## src/core/pfm_defines.svh

```systemverilog
`ifndef PFM_DEFINES_SVH
`define PFM_DEFINES_SVH

// Register offsets on the plain register port
`define PFM_ADDR_W        4
`define PFM_OFS_PA_LOW    4'h0
`define PFM_OFS_PA_HIGH   4'h1
`define PFM_OFS_PB_LOW    4'h2
`define PFM_OFS_PB_HIGH   4'h3
`define PFM_OFS_PC_LOW    4'h4
`define PFM_OFS_PC_HIGH   4'h5
`define PFM_OFS_IN_SEL    4'h6

// Reset values and input selector write mask
`define PFM_SEL_RESET     8'h00
`define PFM_IN_SEL_RESET  8'h00
`define PFM_IN_SEL_MASK   8'h3F

// Input selector bit that routes the shared data input
`define PFM_IN_SEL_SDA    0

// Product variant codes
`define PFM_VAR_A         2'h0
`define PFM_VAR_B         2'h1
`define PFM_VAR_C         2'h2
`define PFM_VAR_D         2'h3

`endif

```

## src/core/pfm_pkg.sv

```systemverilog
package pfm_pkg;

  // Function a pin is given
  typedef enum logic [4:0] {
    PFM_GPIO,
    PFM_SERIAL_CS,
    PFM_CRYSTAL_ONE,
    PFM_CRYSTAL_TWO,
    PFM_CT0_OUT,
    PFM_CT0_OUT_INV,
    PFM_LCD_BIAS2,
    PFM_LCD_CAP_ONE,
    PFM_LCD_CAP_TWO,
    PFM_SERIAL_DOUT,
    PFM_SERIAL_DIN_SHARED,
    PFM_SERIAL_CLK,
    PFM_UART_RX,
    PFM_UART_TX,
    PFM_PT_OUT,
    PFM_PT_OUT_INV,
    PFM_VREF_IN,
    PFM_ANALOG,
    PFM_TOUCH_KEY,
    PFM_LCD_SEGMENT
  } pfm_func_type;

  // Decoded routing of one pin
  typedef struct packed {
    pfm_func_type func;
    logic [4:0]   index;
  } pfm_route_type;

  // Register port request
  typedef struct packed {
    logic [3:0] addr;
    logic [7:0] wdata;
    logic       wr;
    logic       rd;
  } pfm_bus_type;

endpackage

```

## src/core/pfm_pin_mux.sv

```systemverilog
// Design decisions made here: the address-and-strobe port and the address map.
`timescale 1ns/1ps
`include "pfm_defines.svh"
// How it works
// - PA3 field: 00/11 general I/O, 01 serial chip select, 10 crystal pin one.
// - PA1 field: 00/10 general I/O, 01 capture timer zero out, 11 LCD bias two.
// - PA0 field: 01 serial data out, every other code general I/O.
// - PA7 field: 00/01 I/O, 10 touch key, 11 LCD segment, index per variant.
// - PA6 field: 00/01/10 I/O with timer clock and irq zero, 11 pump cap two.
// - PA5 field: 00/10 I/O, 01 inverted capture timer out, 11 pump cap one.
// - PA4 field: 00/11 I/O, 01 serial data out, 10 crystal pin two.
// - PB3 field: 00/10 I/O with irq zero, 01 UART receive, 11 analog three.
// - PB2 field: 00 I/O with capture in, 01 UART transmit, 10 timer out, 11 analog two.
// - PB1 field: 00/10 I/O, 01 shared serial clock, 11 analog one.
// - PB7 field: 00/01 I/O with irq one, 10 key four, 11 analog seven.
// - PB6 field: 00/01 I/O with timer clock, 10 key three, 11 analog six.
// - PB5 field: 00/01 I/O with standard clock, 10 key two, 11 analog five.
// - PB4 field: 00 I/O, 01 inverted timer out, 10 key one, 11 analog four.
// - PC3 field: 10 key eight, 11 segment three unless variant keeps I/O.
// - PC2 field: 10 key seven, 11 segment two unless variant keeps I/O.
// - PC1 field: 10 key six, 11 segment one unless variant keeps I/O.
// - PC0 field: 10 key five, 11 segment zero unless variant keeps I/O.
// - Shared data input reaches its peripheral only when the input selector routes it.
module pfm_pin_mux (
  // Clock and reset
  input  wire logic                    mclk,
  input  wire logic                    rstn,
  // Product variant strap
  input  wire logic [1:0]              variant,
  // Register port
  input  wire logic [3:0]              reg_addr,
  input  wire logic [7:0]              reg_wdata,
  input  wire logic                    reg_wr,
  input  wire logic                    reg_rd,
  output logic      [7:0]              reg_rdata,
  // Shared serial data pin input
  input  wire logic                    serial_data_pin_in,
  output logic                         serial_data_in_shared,
  // Decoded routing, pins 0..7 of port A, port B, then port C 0..3
  output pfm_pkg::pfm_route_type [7:0] port_a_route,
  output pfm_pkg::pfm_route_type [7:0] port_b_route,
  output pfm_pkg::pfm_route_type [3:0] port_c_route
);

  //////////////////////////////////////////////////////////////////////////////
  // Registers

  logic [7:0]   port_a_low_pin_select_reg;
  logic [7:0]   port_a_high_pin_select_reg;
  logic [7:0]   port_b_low_pin_select_reg;
  logic [7:0]   port_b_high_pin_select_reg;
  logic [7:0]   port_c_low_pin_select_reg;
  logic [7:0]   port_c_high_pin_select_reg;
  logic [7:0]   input_function_selector_reg;
  logic [1:0]   variant_reg;
  logic         strap_done_reg;

  // Selection writes; reset puts every field at code 00
  always_ff @(posedge mclk or negedge rstn) begin
    if (!rstn) begin
      port_a_low_pin_select_reg   <= `PFM_SEL_RESET;
      port_a_high_pin_select_reg  <= `PFM_SEL_RESET;
      port_b_low_pin_select_reg   <= `PFM_SEL_RESET;
      port_b_high_pin_select_reg  <= `PFM_SEL_RESET;
      port_c_low_pin_select_reg   <= `PFM_SEL_RESET;
      port_c_high_pin_select_reg  <= `PFM_SEL_RESET;
      input_function_selector_reg <= `PFM_IN_SEL_RESET;
    end else if (reg_wr) begin
      unique case (reg_addr)
        `PFM_OFS_PA_LOW:  port_a_low_pin_select_reg   <= reg_wdata;
        `PFM_OFS_PA_HIGH: port_a_high_pin_select_reg  <= reg_wdata;
        `PFM_OFS_PB_LOW:  port_b_low_pin_select_reg   <= reg_wdata;
        `PFM_OFS_PB_HIGH: port_b_high_pin_select_reg  <= reg_wdata;
        `PFM_OFS_PC_LOW:  port_c_low_pin_select_reg   <= reg_wdata;
        `PFM_OFS_PC_HIGH: port_c_high_pin_select_reg  <= reg_wdata;
        `PFM_OFS_IN_SEL:  input_function_selector_reg <= reg_wdata & `PFM_IN_SEL_MASK;
        default: ;
      endcase
    end
  end

  // Variant strap caught once after reset release, never from the port at reset
  always_ff @(posedge mclk or negedge rstn) begin
    if (!rstn) begin
      variant_reg    <= `PFM_VAR_A;
      strap_done_reg <= 1'b0;
    end else if (!strap_done_reg) begin
      variant_reg    <= variant;
      strap_done_reg <= 1'b1;
    end
  end

  // Read data one cycle after the strobe; unmapped reads return zero
  always_ff @(posedge mclk or negedge rstn) begin
    if (!rstn) begin
      reg_rdata <= 8'h00;
    end else if (reg_rd) begin
      unique case (reg_addr)
        `PFM_OFS_PA_LOW:  reg_rdata <= port_a_low_pin_select_reg;
        `PFM_OFS_PA_HIGH: reg_rdata <= port_a_high_pin_select_reg;
        `PFM_OFS_PB_LOW:  reg_rdata <= port_b_low_pin_select_reg;
        `PFM_OFS_PB_HIGH: reg_rdata <= port_b_high_pin_select_reg;
        `PFM_OFS_PC_LOW:  reg_rdata <= port_c_low_pin_select_reg;
        `PFM_OFS_PC_HIGH: reg_rdata <= port_c_high_pin_select_reg;
        `PFM_OFS_IN_SEL:  reg_rdata <= input_function_selector_reg;
        default:          reg_rdata <= 8'h00;
      endcase
    end else begin
      reg_rdata <= 8'h00;
    end
  end

  //////////////////////////////////////////////////////////////////////////////
  // Decode helpers

  function automatic pfm_pkg::pfm_route_type mk(input pfm_pkg::pfm_func_type f, input logic [4:0] i);
    pfm_pkg::pfm_route_type r;
    r.func  = f;
    r.index = i;
    return r;
  endfunction

  localparam pfm_pkg::pfm_route_type GPIO = '{func: pfm_pkg::PFM_GPIO, index: 5'h00};

  pfm_pkg::pfm_route_type [7:0] pa_next;
  pfm_pkg::pfm_route_type [7:0] pb_next;
  pfm_pkg::pfm_route_type [3:0] pc_next;

  // Port A decode; PA2 field has no alternate function here
  // Each decode keeps its own field scratch so no variable has two drivers
  always_comb begin
    logic [1:0] f;
    f       = 2'h0;
    pa_next = {8{GPIO}};
    f = port_a_low_pin_select_reg[1:0];
    if (f == 2'h1) pa_next[0] = mk(pfm_pkg::PFM_SERIAL_DOUT, 5'h00);
    f = port_a_low_pin_select_reg[3:2];
    if (f == 2'h1) pa_next[1] = mk(pfm_pkg::PFM_CT0_OUT, 5'h00);
    if (f == 2'h3) pa_next[1] = mk(pfm_pkg::PFM_LCD_BIAS2, 5'h00);
    f = port_a_low_pin_select_reg[7:6];
    if (f == 2'h1) pa_next[3] = mk(pfm_pkg::PFM_SERIAL_CS, 5'h00);
    if (f == 2'h2) pa_next[3] = mk(pfm_pkg::PFM_CRYSTAL_ONE, 5'h00);
    f = port_a_high_pin_select_reg[1:0];
    if (f == 2'h1) pa_next[4] = mk(pfm_pkg::PFM_SERIAL_DOUT, 5'h00);
    if (f == 2'h2) pa_next[4] = mk(pfm_pkg::PFM_CRYSTAL_TWO, 5'h00);
    f = port_a_high_pin_select_reg[3:2];
    if (f == 2'h1) pa_next[5] = mk(pfm_pkg::PFM_CT0_OUT_INV, 5'h00);
    if (f == 2'h3) pa_next[5] = mk(pfm_pkg::PFM_LCD_CAP_ONE, 5'h00);
    // Codes 00..10 leave timer clock and irq zero inputs on the I/O pin
    f = port_a_high_pin_select_reg[5:4];
    if (f == 2'h3) pa_next[6] = mk(pfm_pkg::PFM_LCD_CAP_TWO, 5'h00);
    // Touch key and segment index differ between variants
    f = port_a_high_pin_select_reg[7:6];
    if (f == 2'h2) pa_next[7] = mk(pfm_pkg::PFM_TOUCH_KEY, (variant_reg == `PFM_VAR_A) ? 5'd12 : 5'd20);
    if (f == 2'h3) pa_next[7] = mk(pfm_pkg::PFM_LCD_SEGMENT, variant_reg[1] ? 5'd15 : 5'd7);
  end

  // Port B decode
  always_comb begin
    logic [1:0] f;
    f       = 2'h0;
    pb_next = {8{GPIO}};
    f = port_b_low_pin_select_reg[1:0];
    if (f == 2'h1) pb_next[0] = mk(pfm_pkg::PFM_SERIAL_DIN_SHARED, 5'h00);
    if (f == 2'h2) pb_next[0] = mk(pfm_pkg::PFM_VREF_IN, 5'h00);
    if (f == 2'h3) pb_next[0] = mk(pfm_pkg::PFM_ANALOG, 5'd0);
    f = port_b_low_pin_select_reg[3:2];
    if (f == 2'h1) pb_next[1] = mk(pfm_pkg::PFM_SERIAL_CLK, 5'h00);
    if (f == 2'h3) pb_next[1] = mk(pfm_pkg::PFM_ANALOG, 5'd1);
    f = port_b_low_pin_select_reg[5:4];
    if (f == 2'h1) pb_next[2] = mk(pfm_pkg::PFM_UART_TX, 5'h00);
    if (f == 2'h2) pb_next[2] = mk(pfm_pkg::PFM_PT_OUT, 5'h00);
    if (f == 2'h3) pb_next[2] = mk(pfm_pkg::PFM_ANALOG, 5'd2);
    f = port_b_low_pin_select_reg[7:6];
    if (f == 2'h1) pb_next[3] = mk(pfm_pkg::PFM_UART_RX, 5'h00);
    if (f == 2'h3) pb_next[3] = mk(pfm_pkg::PFM_ANALOG, 5'd3);
    f = port_b_high_pin_select_reg[1:0];
    if (f == 2'h1) pb_next[4] = mk(pfm_pkg::PFM_PT_OUT_INV, 5'h00);
    if (f == 2'h2) pb_next[4] = mk(pfm_pkg::PFM_TOUCH_KEY, 5'd1);
    if (f == 2'h3) pb_next[4] = mk(pfm_pkg::PFM_ANALOG, 5'd4);
    f = port_b_high_pin_select_reg[3:2];
    if (f == 2'h2) pb_next[5] = mk(pfm_pkg::PFM_TOUCH_KEY, 5'd2);
    if (f == 2'h3) pb_next[5] = mk(pfm_pkg::PFM_ANALOG, 5'd5);
    f = port_b_high_pin_select_reg[5:4];
    if (f == 2'h2) pb_next[6] = mk(pfm_pkg::PFM_TOUCH_KEY, 5'd3);
    if (f == 2'h3) pb_next[6] = mk(pfm_pkg::PFM_ANALOG, 5'd6);
    f = port_b_high_pin_select_reg[7:6];
    if (f == 2'h2) pb_next[7] = mk(pfm_pkg::PFM_TOUCH_KEY, 5'd4);
    if (f == 2'h3) pb_next[7] = mk(pfm_pkg::PFM_ANALOG, 5'd7);
  end

  // Port C low decode; variant B has no LCD segments on these pins
  always_comb begin
    logic [1:0] f;
    f       = 2'h0;
    pc_next = {4{GPIO}};
    for (int i = 0; i < 4; i++) begin
      f = port_c_low_pin_select_reg[2*i +: 2];
      if (f == 2'h2) pc_next[i] = mk(pfm_pkg::PFM_TOUCH_KEY, 5'(i + 5));
      if (f == 2'h3 && variant_reg != `PFM_VAR_B) begin
        pc_next[i] = mk(pfm_pkg::PFM_LCD_SEGMENT, 5'(i));
      end
    end
  end

  //////////////////////////////////////////////////////////////////////////////
  // Registered outputs

  // Routing follows the register one cycle later
  always_ff @(posedge mclk or negedge rstn) begin
    if (!rstn) begin
      port_a_route <= {8{GPIO}};
      port_b_route <= {8{GPIO}};
      port_c_route <= {4{GPIO}};
    end else begin
      port_a_route <= pa_next;
      port_b_route <= pb_next;
      port_c_route <= pc_next;
    end
  end

  // Shared data input gated by the input selector alone; the output field plays no part
  always_ff @(posedge mclk or negedge rstn) begin
    if (!rstn) begin
      serial_data_in_shared <= 1'b0;
    end else begin
      serial_data_in_shared <= input_function_selector_reg[`PFM_IN_SEL_SDA] & serial_data_pin_in;
    end
  end

endmodule

```

## config.mk

```make
export PLATFORM = sky130hd
export DESIGN_NAME = pfm_pin_mux
export DESIGN_NICKNAME = d
export VERILOG_FILES = /design/src/core/pfm_pkg.sv /design/src/core/pfm_pin_mux.sv
export VERILOG_INCLUDE_DIRS = /design/src /design/src/core
export SDC_FILE = /design/constraint.sdc
export NUM_CORES = 1
export LEC_CHECK = 0
export BUFFER_PORTS_ARGS = -buffer_cell sky130_fd_sc_hd__buf_4
export CAP_MARGIN = 20
export CORE_MARGIN = 5
export CORE_UTILIZATION = 45
export CTS_CLUSTER_DIAMETER = 120
export DETAILED_ROUTE_END_ITERATION = 10
export PLACE_DENSITY = 0.79
export SLEW_MARGIN = 5
export SYNTH_ARGS = -nofsm -noshare
export SYNTH_HDL_FRONTEND = slang
export SYNTH_SLANG_ARGS = --single-unit
```

## constraint.sdc

```tcl
create_clock -name mclk -period 1.1 [get_ports mclk]
set_clock_uncertainty 0.15 [all_clocks]
set_input_delay 0.055 -clock mclk [delete_from_list [all_inputs] [get_ports mclk]]
set_output_delay 0.055 -clock mclk [all_outputs]
set_load 0.05 [all_outputs]
```

==> Word level (Yosys, flattened, before mapping) <==
Index checks and enable logic that the tools add are counted.
{ "totals": {"register_bits": 256, "latchBits": 0, "mem_bits_rw": 0, "mem_bits_ro": 0, "word_cells": 152, "n_memories": 0} }
{ "classes": {"n_addsub": 0, "multipliers": 0, "div": 0, "magnitude_cmp": 0, "eq_ne": 46, "shift": 0, "muxes": 43, "bitwise": 1, "reduce_logical": 13} }
{ "op_table": {"columns": ["op", "count"], "rows": [
  ["2-to-1 mux 10 bit", 28],
  ["2-to-1 mux 9 bit", 8],
  ["equality test 2 bit (second input constant)", 29],
  ["case mux 8 bit (7 select lines)", 1],
  ["2-to-1 mux 8 bit", 3],
  ["equality test 2 x 1 -> 1 bit (second input constant)", 10],
  ["AND reduction 2 bit", 7],
  ["equality test 4 x 3 -> 1 bit (second input constant)", 3],
  ["equality test 4 x 2 -> 1 bit (second input constant)", 2],
  ["2-to-1 mux 6 bit", 1],
  ["2-to-1 mux 5 bit", 1],
  ["equality test 4 x 1 -> 1 bit (second input constant)", 1],
  ["logical AND 1 bit", 4],
  ["logical NOT 4 bit", 1],
  ["2-to-1 mux 4 bit", 1],
  ["logical NOT 2 bit", 1],
  ["inequality test 2 x 1 -> 1 bit (second input constant)", 1],
  ["bitwise AND 1 bit", 1]
]} }

==> Depth between registers and ports, before layout <==
Gate-level depths: netlist of run 1.
{ "depth": {"word_depth": 4, "mapped_depth": 5, "ltp_nobuf": 3} }

==> Worst setup path after synthesis of run 1 <==
OpenSTA, ideal clock, no wires.
{ "synth_timing": {"path_type": "input to register", "startpoint": "in reg_addr[3]", "endpoint": "reg port_c_high_pin_select_reg[0]", "t_arrival_ps": 1132, "t_required_ps": 825, "path_slack_ps": -306, "stages": 4, "path_cell_list": "buf_2 -> nand3b_4 -> nor3b_4 -> mux2_2"} }
{ "synth_between": {"elab_chain_cells": 2} }
{ "synth_rtl": {"columns": ["item", "line_no", "text"], "rows": [
  ["start: declaration", "pfm_pin_mux.sv:31", "input wire logic [3:0] reg_addr,"],
  ["equality test 4 x 3 -> 1 bit", "pfm_pin_mux.sv:69", "unique case (reg_addr)"],
  ["AND reduction 2 bit (no line)", null, null],
  ["end signal: assignment", "pfm_pin_mux.sv:66", "port_c_high_pin_select_reg <= `PFM_SEL_RESET;"],
  ["end signal: assignment", "pfm_pin_mux.sv:75", "`PFM_OFS_PC_HIGH: port_c_high_pin_select_reg <= reg_wdata;"],
  ["end: declaration", "pfm_pin_mux.sv:53", "logic [7:0] port_c_high_pin_select_reg;"]
]} }
No other way between the ends.
A chain may end at the register's enable or synchronous reset.

==> Worst setup path after layout of run 1 <==
{ "layout_timing": {"startpoint": "reg port_b_low_pin_select_reg[7]", "endpoint": "reg reg_rdata[7]"} }
{ "layout_between": {"elab_chain_cells": 2} }
{ "layout_rtl": {"columns": ["item", "line_no", "text"], "rows": [
  ["start: declaration", "pfm_pin_mux.sv:50", "logic [7:0] port_b_low_pin_select_reg;"],
  ["start signal: assignment", "pfm_pin_mux.sv:63", "port_b_low_pin_select_reg <= `PFM_SEL_RESET;"],
  ["start signal: assignment", "pfm_pin_mux.sv:72", "`PFM_OFS_PB_LOW: port_b_low_pin_select_reg <= reg_wdata;"],
  ["case mux 8 bit (7 select lines)", "pfm_pin_mux.sv:98", "unique case (reg_addr)"],
  ["2-to-1 mux 8 bit", "pfm_pin_mux.sv:97", "end else if (reg_rd) begin"],
  ["end signal: assignment", "pfm_pin_mux.sv:99", "`PFM_OFS_PA_LOW: reg_rdata <= port_a_low_pin_select_reg;"],
  ["end signal: assignment", "pfm_pin_mux.sv:100", "`PFM_OFS_PA_HIGH: reg_rdata <= port_a_high_pin_select_reg;"],
  ["end signal: assignment", "pfm_pin_mux.sv:101", "`PFM_OFS_PB_LOW: reg_rdata <= port_b_low_pin_select_reg;"],
  ["end: declaration", "pfm_pin_mux.sv:35", "output logic [7:0] reg_rdata,"]
]} }
No other way between the ends.

==> flow_summary.toml, run 1 <==
[outcome]
status = "finished, violations left"
failed_checks = "setup timing"

[critical_path]
crit_end = "reg_rdata[7]$_DFF_PN0_"
required_ns = 1.29
cp.arrival_ns = 1.47
worst-path-max-fanout = 2
cp-end-kind = "flop"
crit_path_start_kind = "flop"
reg2reg_from = "port_b_low_pin_select_reg[7]$_DFFE_PN0P_"
r2r_end = "reg_rdata[7]$_DFF_PN0_"
path_class = "reg2reg"
ff2ff_path_depth = 3
crit_path_top_delay_cell = "mux4_2"
r2r_setup_slack_ns = -0.18
slowest_delay_ns = 0.47
critPathLaunch = "port_b_low_pin_select_reg[7]$_DFFE_PN0P_"
crit_chain = "nand2b_1, mux4_2, a21oi_2"

[logic_synthesis]
synth_top_area_cell = "dfrtp_1"
netlist_area_mm2 = 0.00594
avgSynthCellArea_um2 = 12.1
synthArstFlopShare_pct = 100
yosysTopAreaCellShare_pct = 50.6
yosys_warnings = 0
synth.distinct_cells = 35
ys_ff_latch = 120
ys.flop_type = "dfrtp_1"
syn_inst = 491
seq_area_frac_synth_pct = 50.6
synth-edff-count = 0
yosys-top-cells-area = "dfrtp_1, buf_4, mux2_2, and3b_1, nor2b_1"

[place]
numPortBuffers = 117
placed_area_mm2 = 0.00691
dp.cells = 791
hpwl_mm = 9.23
place.gp.congestion = 0.844

[global_route]
globalRoute.totalOverflow = 0
grt_max_degree = 76
antenna_found_initial = 0
gr-usage-all-layers_pct = 16.9
grtUsageMet3_pct = 5.40
grt_pass1_vias = 3918
grt_use_met1_pct = 18.7
busiest_layer = "met2"
grt_pass1_wl_mm = 20.9
met2_usage_pct = 30.7

[clocking]
cts_max_level = 4
cts_tree = "yes"
root_buffer = "clkbuf_16"
clk_pin_slew_ns = 0.05
cts_buffers = 17
clock_path_buffers = 2
insertion_delay_ns = 0.41
cts.sinks = 120

[timing]
rsz0062_at_grt = "true"
fin_crit_sh_pct = 116
setup_ws_ns = -0.179
slew_violations = 0
final.min_clock_period_ns = 1.28
hold_violations = 0
finalSetupViolCount = 112
timing.hold.ws_ns = 0.00181
max_freq_mhz = 782

[worst_hold_path]
min_path_type = "in2reg"

[cells_and_area]
largest_reg_flops = 27
antenna_cells = 0
seq_area_mm2 = 0.00302
final_cell_area_mm2 = 0.00829
layout-drive-gt1-share_pct = 48.6
fillers = 924
syn_to_final_growth_pct = 39.7
multi_input_area_mm2 = 0.00234
nNetsFinal = 676
fin_cells = 838
regMostFlops = "port_b_route"
reg.largest.list = "port_b_route: 27 flops, port_a_route: 15 flops, port_c_route: 12 flops"

[power_and_ir_drop]
p_leak_nw = 4.14
p_per_area_mw_per_mm2 = 2440
ir_drop_mv = 1.10

[floorplan]
die_h_um = 125
rows = 42
die_w_um = 125
io_pins = 228
coreArea_mm2 = 0.0131
initial_core_util_pct = 45.4
dieArea_mm2 = 0.0156

[detailed_routing]
wirelength_mm = 13.5
vias = 3729
first_iter_violations = 163
wl_per_cell_um = 16.1
drc_errors = 0
drtAntennaViolNets = 0
drt-pass1-iter-count = 4
via_per_inst = 4.45

[run]
cap_violations = 0
## where the power goes
group | total (W) | internal [W] | switching (W)
Combinational | 0.00779 | 0.00292 | 0.00487
Sequential | 0.00613 | 0.00539 | 0.000735
Clock | 0.00628 | 0.00442 | 0.00185
## through the flow
| step | TNS [ns] | util [%] | total power, W | setup slack, ns |
|---|---|---|---|---|
| global route | -11.92 | 63.3 | 0.0210 | -0.222 |
| finish | -8.11 | 63.3 | 0.0202 | -0.179 |
| detailed placement | -15.58 | 52.8 | 0.0130 | -0.295 |
| global placement | -15.27 | 52.8 | 0.0128 | -0.293 |
| floorplan | -9.92 | - | 0.0113 | -0.255 |
| CTS | -9.15 | 62.7 | 0.0201 | -0.159 |
## cells in the final DEF, fill, tap and decap left out, drive strengths merged
| master | instances |
|---|---|
| clkbuf | 24 |
| a21boi | 4 |
| nand2 | 5 |
| or4 | 1 |
| a22oi | 6 |
| mux2i | 1 |
| and3b | 20 |
| nor4bb | 1 |
| nor4 | 1 |
| conb | 111 |
| nand2b | 3 |
| o21ai | 12 |
| inv | 9 |
| bufinv | 6 |
| mux4 | 1 |
| a21oi | 2 |
| mux2 | 64 |
| and4bb | 1 |
| dfrtp | 120 |
| nand3 | 1 |
| clkinv | 2 |
| nor2b | 17 |
| nor3 | 2 |
| a31oi | 8 |
| nand3b | 4 |
| buf | 183 |
| or2 | 3 |
| ha | 8 |
| dlygate4sd3 | 13 |
| and3 | 7 |
| nor3b | 7 |
| and2 | 11 |
| nor2 | 4 |
## worst min path at each step
stage / from / endpoint / slack, ns / cells past startpoint
after CTS: reg_addr[3] / reg_rdata[7]$_DFF_PN0_ / -0.02 / 4
after global routing: reg_addr[3] / reg_rdata[7]$_DFF_PN0_ / 0.003 / 4
after detailed placement: rstn / port_a_route[74]$_DFF_PN0_ / -0.09 / 2
after global placement: rstn / port_a_route[73]$_DFF_PN0_ / -0.1 / 2
after floorplan: rstn / input_function_selector_reg[0]$_DFFE_PN0P_ / -0.39 / 0
final: reg_addr[3] / reg_rdata[7]$_DFF_PN0_ / 0.002 / 4
## metal layers
layer  wire length, um  share of wire [%]  up-vias
met5                 0                  0        -
li1                  -                  -     1702
met1              5070                 38     1878
met3               771                5.7       17
met2              7460                 55      132
met4               184                1.4        0
## worst max-delay path, delay by kind of cell, from the launching register on
kind            cells  cell delay, ns
mux                 1            0.47
compound gates      1            0.15
flops               1            0.38
simple gates        1            0.07
## logic make-up (layout without fill, tap and decap cells)
family	Yosys count	count (layout)	synth area share (%)
other	2	111	0.127
adders and majority gates	8	8	1.69
and+or+nand+nor	88	88	11.1
buffers and inverters	175	237	20.6
muxes	66	66	12.7
DFF	120	120	50.6
AOI/OAI and AO/OA	32	32	3.29
## layout make-up
type / count / share of cell area [%]
clock buffers: 24 / 5.81
clock inverters: 8 / 2.29
inverters: 9 / 0.408
multi-input cells: 305 / 28.3
flip-flops and latches: 120 / 36.4
well taps: 176 / 2.66
repair buffers: 196 / 24.2
## timing repair
action	in CTS	in global routing
gates resized for setup	128	20
hold endpoints to repair	185	0
endpoints found under the setup margin	115	120
buffers inserted	1	2
hold buffers	13	0
pin swaps	14	6
## cell usage after synthesis, types with 4 or more instances
library cell	instances
o21ai_0	12
buf_4	148
nor2b_1	17
nor2_1	4
a21boi_0	4
dfrtp_1	120
nor3b_1	4
inv_1	9
and3b_1	20
clkbuf_1	12
a22oi_1	6
buf_2	6
a31oi_1	8
and3_1	7
nand2_1	5
ha_1	8
mux2_2	64
and2_1	11
(Power assumes the default switching activity.)
==> run 2: changes to the inputs <==
Settings changed: BUFFER_PORTS_ARGS -buffer_cell sky130_fd_sc_hd__buf_4 to unset, CORE_ASPECT_RATIO set to 0.9, CORE_UTILIZATION 45 to 57, DONT_BUFFER_PORTS set to 1, PLACE_DENSITY 0.79 to 0.77.
==> run 2 against run 1 <==
  * The run ends with hold timing, setup timing left
  * Combinational power fell by 3%
  * Global-route usage rose by 4.3 points
  * Critical path depth is the same
  * Clock power shrank 5.9%
  * Final area fell by 5.2%
  * Largest power group unchanged
  * Worst hold slack worse by 0.81 ns
  * Routed wire length grew 4.6%
  * Critical path type unchanged
  * Sequential share of layout area increased by 2.0 points
  * Cell count down 13%
  * Register-to-register slack got worse by 0.07 ns
  * Core utilization rose by 14 points
==> flow_summary.toml, run 2 (same netlist as run 1, synthesis figures left out) <==
[outcome]
status = "finished, violations left"
failed_checks = "hold timing, setup timing"

[detailed_routing]
first_iter_violations = 269
wl_per_cell_um = 19.3
drc_errors = 0
drt-pass1-iter-count = 4
via_per_inst = 5.05
drtAntennaViolNets = 0
vias = 3678
wirelength_mm = 14.1

[timing]
hold_violations = 160
timing.hold.ws_ns = -0.808
finalSetupViolCount = 124
rsz0062_at_grt = "true"
worstMarginPinSlew_ns = 0.659
relSlewSlack_pct = 55.9
fin_crit_sh_pct = 123
final.min_clock_period_ns = 1.35
max_freq_mhz = 740
setup_ws_ns = -0.251
slew_violations = 0

[cells_and_area]
largest_reg_flops = 27
regMostFlops = "port_b_route"
multi_input_area_mm2 = 0.00241
seq_area_mm2 = 0.00302
final_common_cell = "conb_1"
mostFrequentLayoutCells = "conb_1, dfrtp_1, mux2_2, buf_4, buf_6"
layout-drive-gt1-share_pct = 44.7
reg.largest.list = "port_b_route: 27 flops, port_a_route: 15 flops, port_c_route: 12 flops"
syn_to_final_growth_pct = 32.4
fillers = 567
nNetsFinal = 613

[global_route]
antenna_found_initial = 1
grt_pass1_vias = 3811
grt_max_degree = 121
grt_pass1_wl_mm = 20.7
gr-usage-all-layers_pct = 21.2
globalRoute.totalOverflow = 0

[critical_path]
worst-path-max-fanout = 2
path_class = "reg2reg"
crit_chain = "mux2_4, a22oi_2, a31oi_2"
cp-end-kind = "flop"
crit_path_top_delay_cell = "dfrtp_1"
required_ns = 1.21
slowest_delay_ns = 0.38
cp.arrival_ns = 1.46
crit_path_start_kind = "flop"

[place]
hpwl_mm = 8.08
dp_slack_ns = -0.205
place.gp.congestion = 0.835
numPortBuffers = 0

[power_and_ir_drop]
power_w = 0.0196
p_leak_nw = 3.85
ir_drop_mv = 1.59
p_per_area_mw_per_mm2 = 2490

[clocking]
cts_buffers = 17
clk_pin_slew_ns = 0.06
root_buffer = "clkbuf_16"
cts_tree = "yes"
insertion_delay_ns = 0.41
cts.sinks = 120
cts_max_level = 4
clock_path_buffers = 2

[floorplan]
io_pins = 228
rows = 35
dieArea_mm2 = 0.0126
die_w_um = 118
coreArea_mm2 = 0.0102
die_h_um = 107
initial_core_util_pct = 58.2

[run]
cap_violations = 0

[worst_hold_path]
min_path_type = "in2async"
-- run 2: critical path, delay by kind of cell (launching register included) --
family | cells | cell delay (ns)
AOI/OAI and AO/OA | 2 | 0.40
DFF | 1 | 0.38
muxes | 1 | 0.27
-- run 2: worst paths after layout --
| kind | from | to | slack [ns] | cells past startpoint |
|---|---|---|---|---|
| worst max-delay path | port_b_low_pin_select_reg[5]$_DFFE_PN0P_ | reg_rdata[5]$_DFF_PN0_ | -0.25 | 3 |
| worst min-delay path | rstn | input_function_selector_reg[1]$_DFFE_PN0P_ | -0.81 | 0 |
| worst max register to register | port_b_low_pin_select_reg[5]$_DFFE_PN0P_ | reg_rdata[5]$_DFF_PN0_ | -0.25 | 3 |
| worst min register to register | port_a_low_pin_select_reg[2]$_DFFE_PN0P_ | port_a_route[17]$_DFF_PN0_ | 0.35 | 1 |
| max in group asynchronous | rstn | port_b_high_pin_select_reg[1]$_DFFE_PN0P_ | 1.39 | 0 |
| min in group mclk | reg_addr[0] | reg_rdata[6]$_DFF_PN0_ | -0.30 | 2 |
-- run 2: repair_timing --
action,CTS,global route
hold buffers,15,1
gates resized for setup,67,35
buffers inserted,2,5
endpoints found under the hold margin,185,168
endpoints found under the setup margin,113,137
cloned,0,0
pin swaps,11,10
-- run 2: area by class of cell --
cell class	instances	area share [%]
Sequential cell	120	38.4
Multi-Input combinational cell	305	30.7
Timing Repair Buffer	133	20.3
Clock buffer	19	5.64
Clock inverter	13	2.48
Tap cell	129	2.05
Inverter	9	0.430
Antenna cell	1	0.0319
-- run 2: report_power, final --
part           switching [W]  internal (W)
logic                0.00478       0.00282
clock network        0.00203       0.00388
registers           0.000708       0.00539
total                0.00751        0.0121
-- run 2: metrics by stage --
stage	util, %	std cells	area, um2	setup TNS [ns]
2_1_floorplan	-	600	6450	-9.92
3_3_place_gp	65.1	676	6650	-5.16
3_5_place_dp	65.1	676	6650	-6.51
4_1_cts	75.5	725	7700	-9.71
5_1_grt	77.0	729	7860	-13.57
6_report	77.0	729	7860	-9.92
-- run 2: per-layer routing --
metal | routed length, um | global-route usage, % | share of wire, % | vias up
li1 | - | - | - | 1576
met1 | 5250 | 24.8 | 37 | 1853
met2 | 7210 | 35.5 | 51 | 219
met3 | 1270 | 7.54 | 9.0 | 30
met4 | 376 | 9.42 | 2.7 | 0
met5 | 0 | 0 | 0 | -
==> run 3: changes to the inputs <==
Settings changed: CORE_ASPECT_RATIO 0.9 to unset.
==> run 3 against run 2 <==
  * Total power is 3.0% lower
  * Non-clock buffer count shrank 2
  * Final area decreased by 0.97%
  * Sequential power barely moved
  * Worst setup slack improved by 0.0088 ns
  * Combinational power decreased by 1%
  * Critical endpoint is now port_b_route[30]
  * Core utilization decreased by 0.95 points
  * Global-route usage decreased by 1.3 points
  * Clock-buffer cell count rose by 4
  * First-iteration DRC count fell by 13%
  * The flow still finishes with violations (hold timing, setup timing)
  * Routed wire length shrank 8.4%
==> flow_summary.toml, run 3 (same netlist as run 1, synthesis figures left out) <==
[outcome]
status = "finished, violations left"
failed_checks = "hold timing, setup timing"

[detailed_routing]
vias = 3589
wirelength_mm = 12.9
drc_errors = 0
first_iter_violations = 233
drt-pass1-iter-count = 4
wl_per_cell_um = 17.6
drtAntennaViolNets = 0
via_per_inst = 4.90

[place]
numPortBuffers = 0
hpwl_mm = 8.08
dp_slack_ns = -0.220
dp.cells = 680
place.gp.congestion = 0.856

[critical_path]
crit_path_top_delay_cell = "dfrtp_2"
crit_family = "flip-flops"
crit_chain = "buf_12"
slowest_delay_ns = 0.37
required_ns = 0.89
path_class = "reg2out"
ff2ff_path_depth = 3
crit_path_start_kind = "flop"
r2r_end = "reg_rdata[7]$_DFF_PN0_"
r2r_setup_slack_ns = -0.22
reg2reg_from = "port_c_low_pin_select_reg[7]$_DFFE_PN0P_"
cp.arrival_ns = 1.14
cp-end-kind = "output pin"
worst-path-max-fanout = 4
path_buf_inv = 1

[timing]
max_freq_mhz = 745
slew_violations = 0
hold_violations = 174
rsz0062_at_grt = "true"
final.min_clock_period_ns = 1.34
fin_crit_sh_pct = 122
timing.hold.ws_ns = -0.921
setup_ws_ns = -0.242
finalSetupViolCount = 117

[global_route]
grt_pass1_wl_mm = 19.7
grt_pass1_vias = 3706
grt_max_degree = 121
gr-usage-all-layers_pct = 19.9
antenna_found_initial = 1
globalRoute.totalOverflow = 0

[cells_and_area]
nNetsFinal = 611
syn_to_final_growth_pct = 31.1
antenna_cells = 0
regMostFlops = "port_b_route"
reg.largest.list = "port_b_route: 27 flops, port_a_route: 15 flops, port_c_route: 12 flops"
layout-drive-gt1-share_pct = 44.2
fillers = 596
fin_cells = 733
final_common_cell = "conb_1"
mostFrequentLayoutCells = "conb_1, dfrtp_1, mux2_2, buf_6, buf_4"
largest_reg_flops = 27

[power_and_ir_drop]
clkPwrFrac_pct = 28.7
power_switching_w = 0.00736
p_leak_nw = 3.81
ir_drop_mv = 1.45
power_w = 0.0190
p_per_area_mw_per_mm2 = 2440
swShare_pct = 38.7
power_frac_comb_pct = 39.4
pwr-share-seq_pct = 32.0
intPower_w = 0.0116

[floorplan]
rows = 37
die_w_um = 112
initial_core_util_pct = 58.0
die_h_um = 112
coreArea_mm2 = 0.0102
io_pins = 228
dieArea_mm2 = 0.0126

[clocking]
insertion_delay_ns = 0.52
ctsHoldBuffers = 16
clock_path_buffers = 2
cts_tree = "yes"
cts_max_level = 4
root_buffer = "clkbuf_8"
cts.sinks = 120
cts_buffers = 17
clk_pin_slew_ns = 0.06

[worst_hold_path]
min_path_type = "in2async"

[run]
cap_violations = 0
run 3: cell count changes in the layout (fill, tap and decap cells not counted), sizes merged:
| cell | previous run | this run |
|---|---|---|
| bufinv | 4 | 2 |
| clkbuf | 19 | 23 |
| clkinvlp | 3 | 2 |
| inv | 11 | 10 |
| diode | 1 | 0 |
| dlygate4sd3 | 15 | 16 |
| buf | 118 | 115 |
run 3: worst max path at each step:
stage / from / slack, ns / depth (start not counted) / endpoint
floorplan: reg_addr[3] / -0.26 / 4 / port_c_high_pin_select_reg[0]$_DFFE_PN0P_
global placement: port_b_low_pin_select_reg[5]$_DFFE_PN0P_ / -0.16 / 3 / reg_rdata[5]$_DFF_PN0_
detailed placement: reg_addr[2] / -0.22 / 4 / port_a_high_pin_select_reg[5]$_DFFE_PN0P_
CTS: port_b_route[35]$_DFF_PN0_ / -0.25 / 1 / port_b_route[30]
global route: port_c_low_pin_select_reg[7]$_DFFE_PN0P_ / -0.27 / 3 / reg_rdata[7]$_DFF_PN0_
finish: port_b_route[35]$_DFF_PN0_ / -0.24 / 1 / port_b_route[30]
run 3: layout make-up:
| cell class | count | area, um2 | share of cell area, % |
|---|---|---|---|
| clock buffer | 23 | 477 | 6.13 |
| timing repair buffer | 131 | 1570 | 20.2 |
| multi-input combinational | 305 | 2400 | 30.8 |
| inverter | 9 | 33.8 | 0.434 |
| sequential | 120 | 3020 | 38.8 |
| tap | 136 | 170 | 2.19 |
| clock inverter | 9 | 115 | 1.48 |
run 3: per-layer routing:
| layer | share of wire (%) | global-route usage (%) | routed length, um | vias up |
|---|---|---|---|---|
| li1 | - | - | - | 1568 |
| met1 | 37 | 23.2 | 4730 | 1807 |
| met2 | 53 | 34.3 | 6860 | 186 |
| met3 | 8.3 | 6.31 | 1080 | 26 |
| met4 | 1.8 | 7.93 | 235 | 2 |
| met5 | 0.10 | 0 | 13 | - |
run 3: metrics by stage:
step	hold slack, ns	TNS, ns	area (um2)	utilization [%]
final	-0.921	-19.28	7780	76.0
after global routing	-0.940	-22.90	7780	76.0
after CTS	-0.933	-21.16	7660	74.8
after floorplan	-0.391	-9.92	6450	-
after detailed placement	-0.389	-7.65	6610	64.6
after global placement	-0.388	-5.67	6610	64.6
run 3: repair_timing:
item | in CTS | in global routing
pin swaps | 15 | 9
gates resized for setup | 67 | 31
hold endpoints to repair | 185 | 174
setup buffers | 5 | 2
gates cloned | 0 | 0
endpoints found under the setup margin | 112 | 132
run 3: power by group through the flow:
stage          Sequential (W)  Clock [W]  Combinational [W]
2_1_floorplan         0.00764          0            0.00370
3_3_place_gp          0.00597          0            0.00679
3_5_place_dp          0.00601          0            0.00689
4_1_cts               0.00602    0.00548            0.00734
5_1_grt               0.00618    0.00575            0.00780
6_report              0.00608    0.00545            0.00748
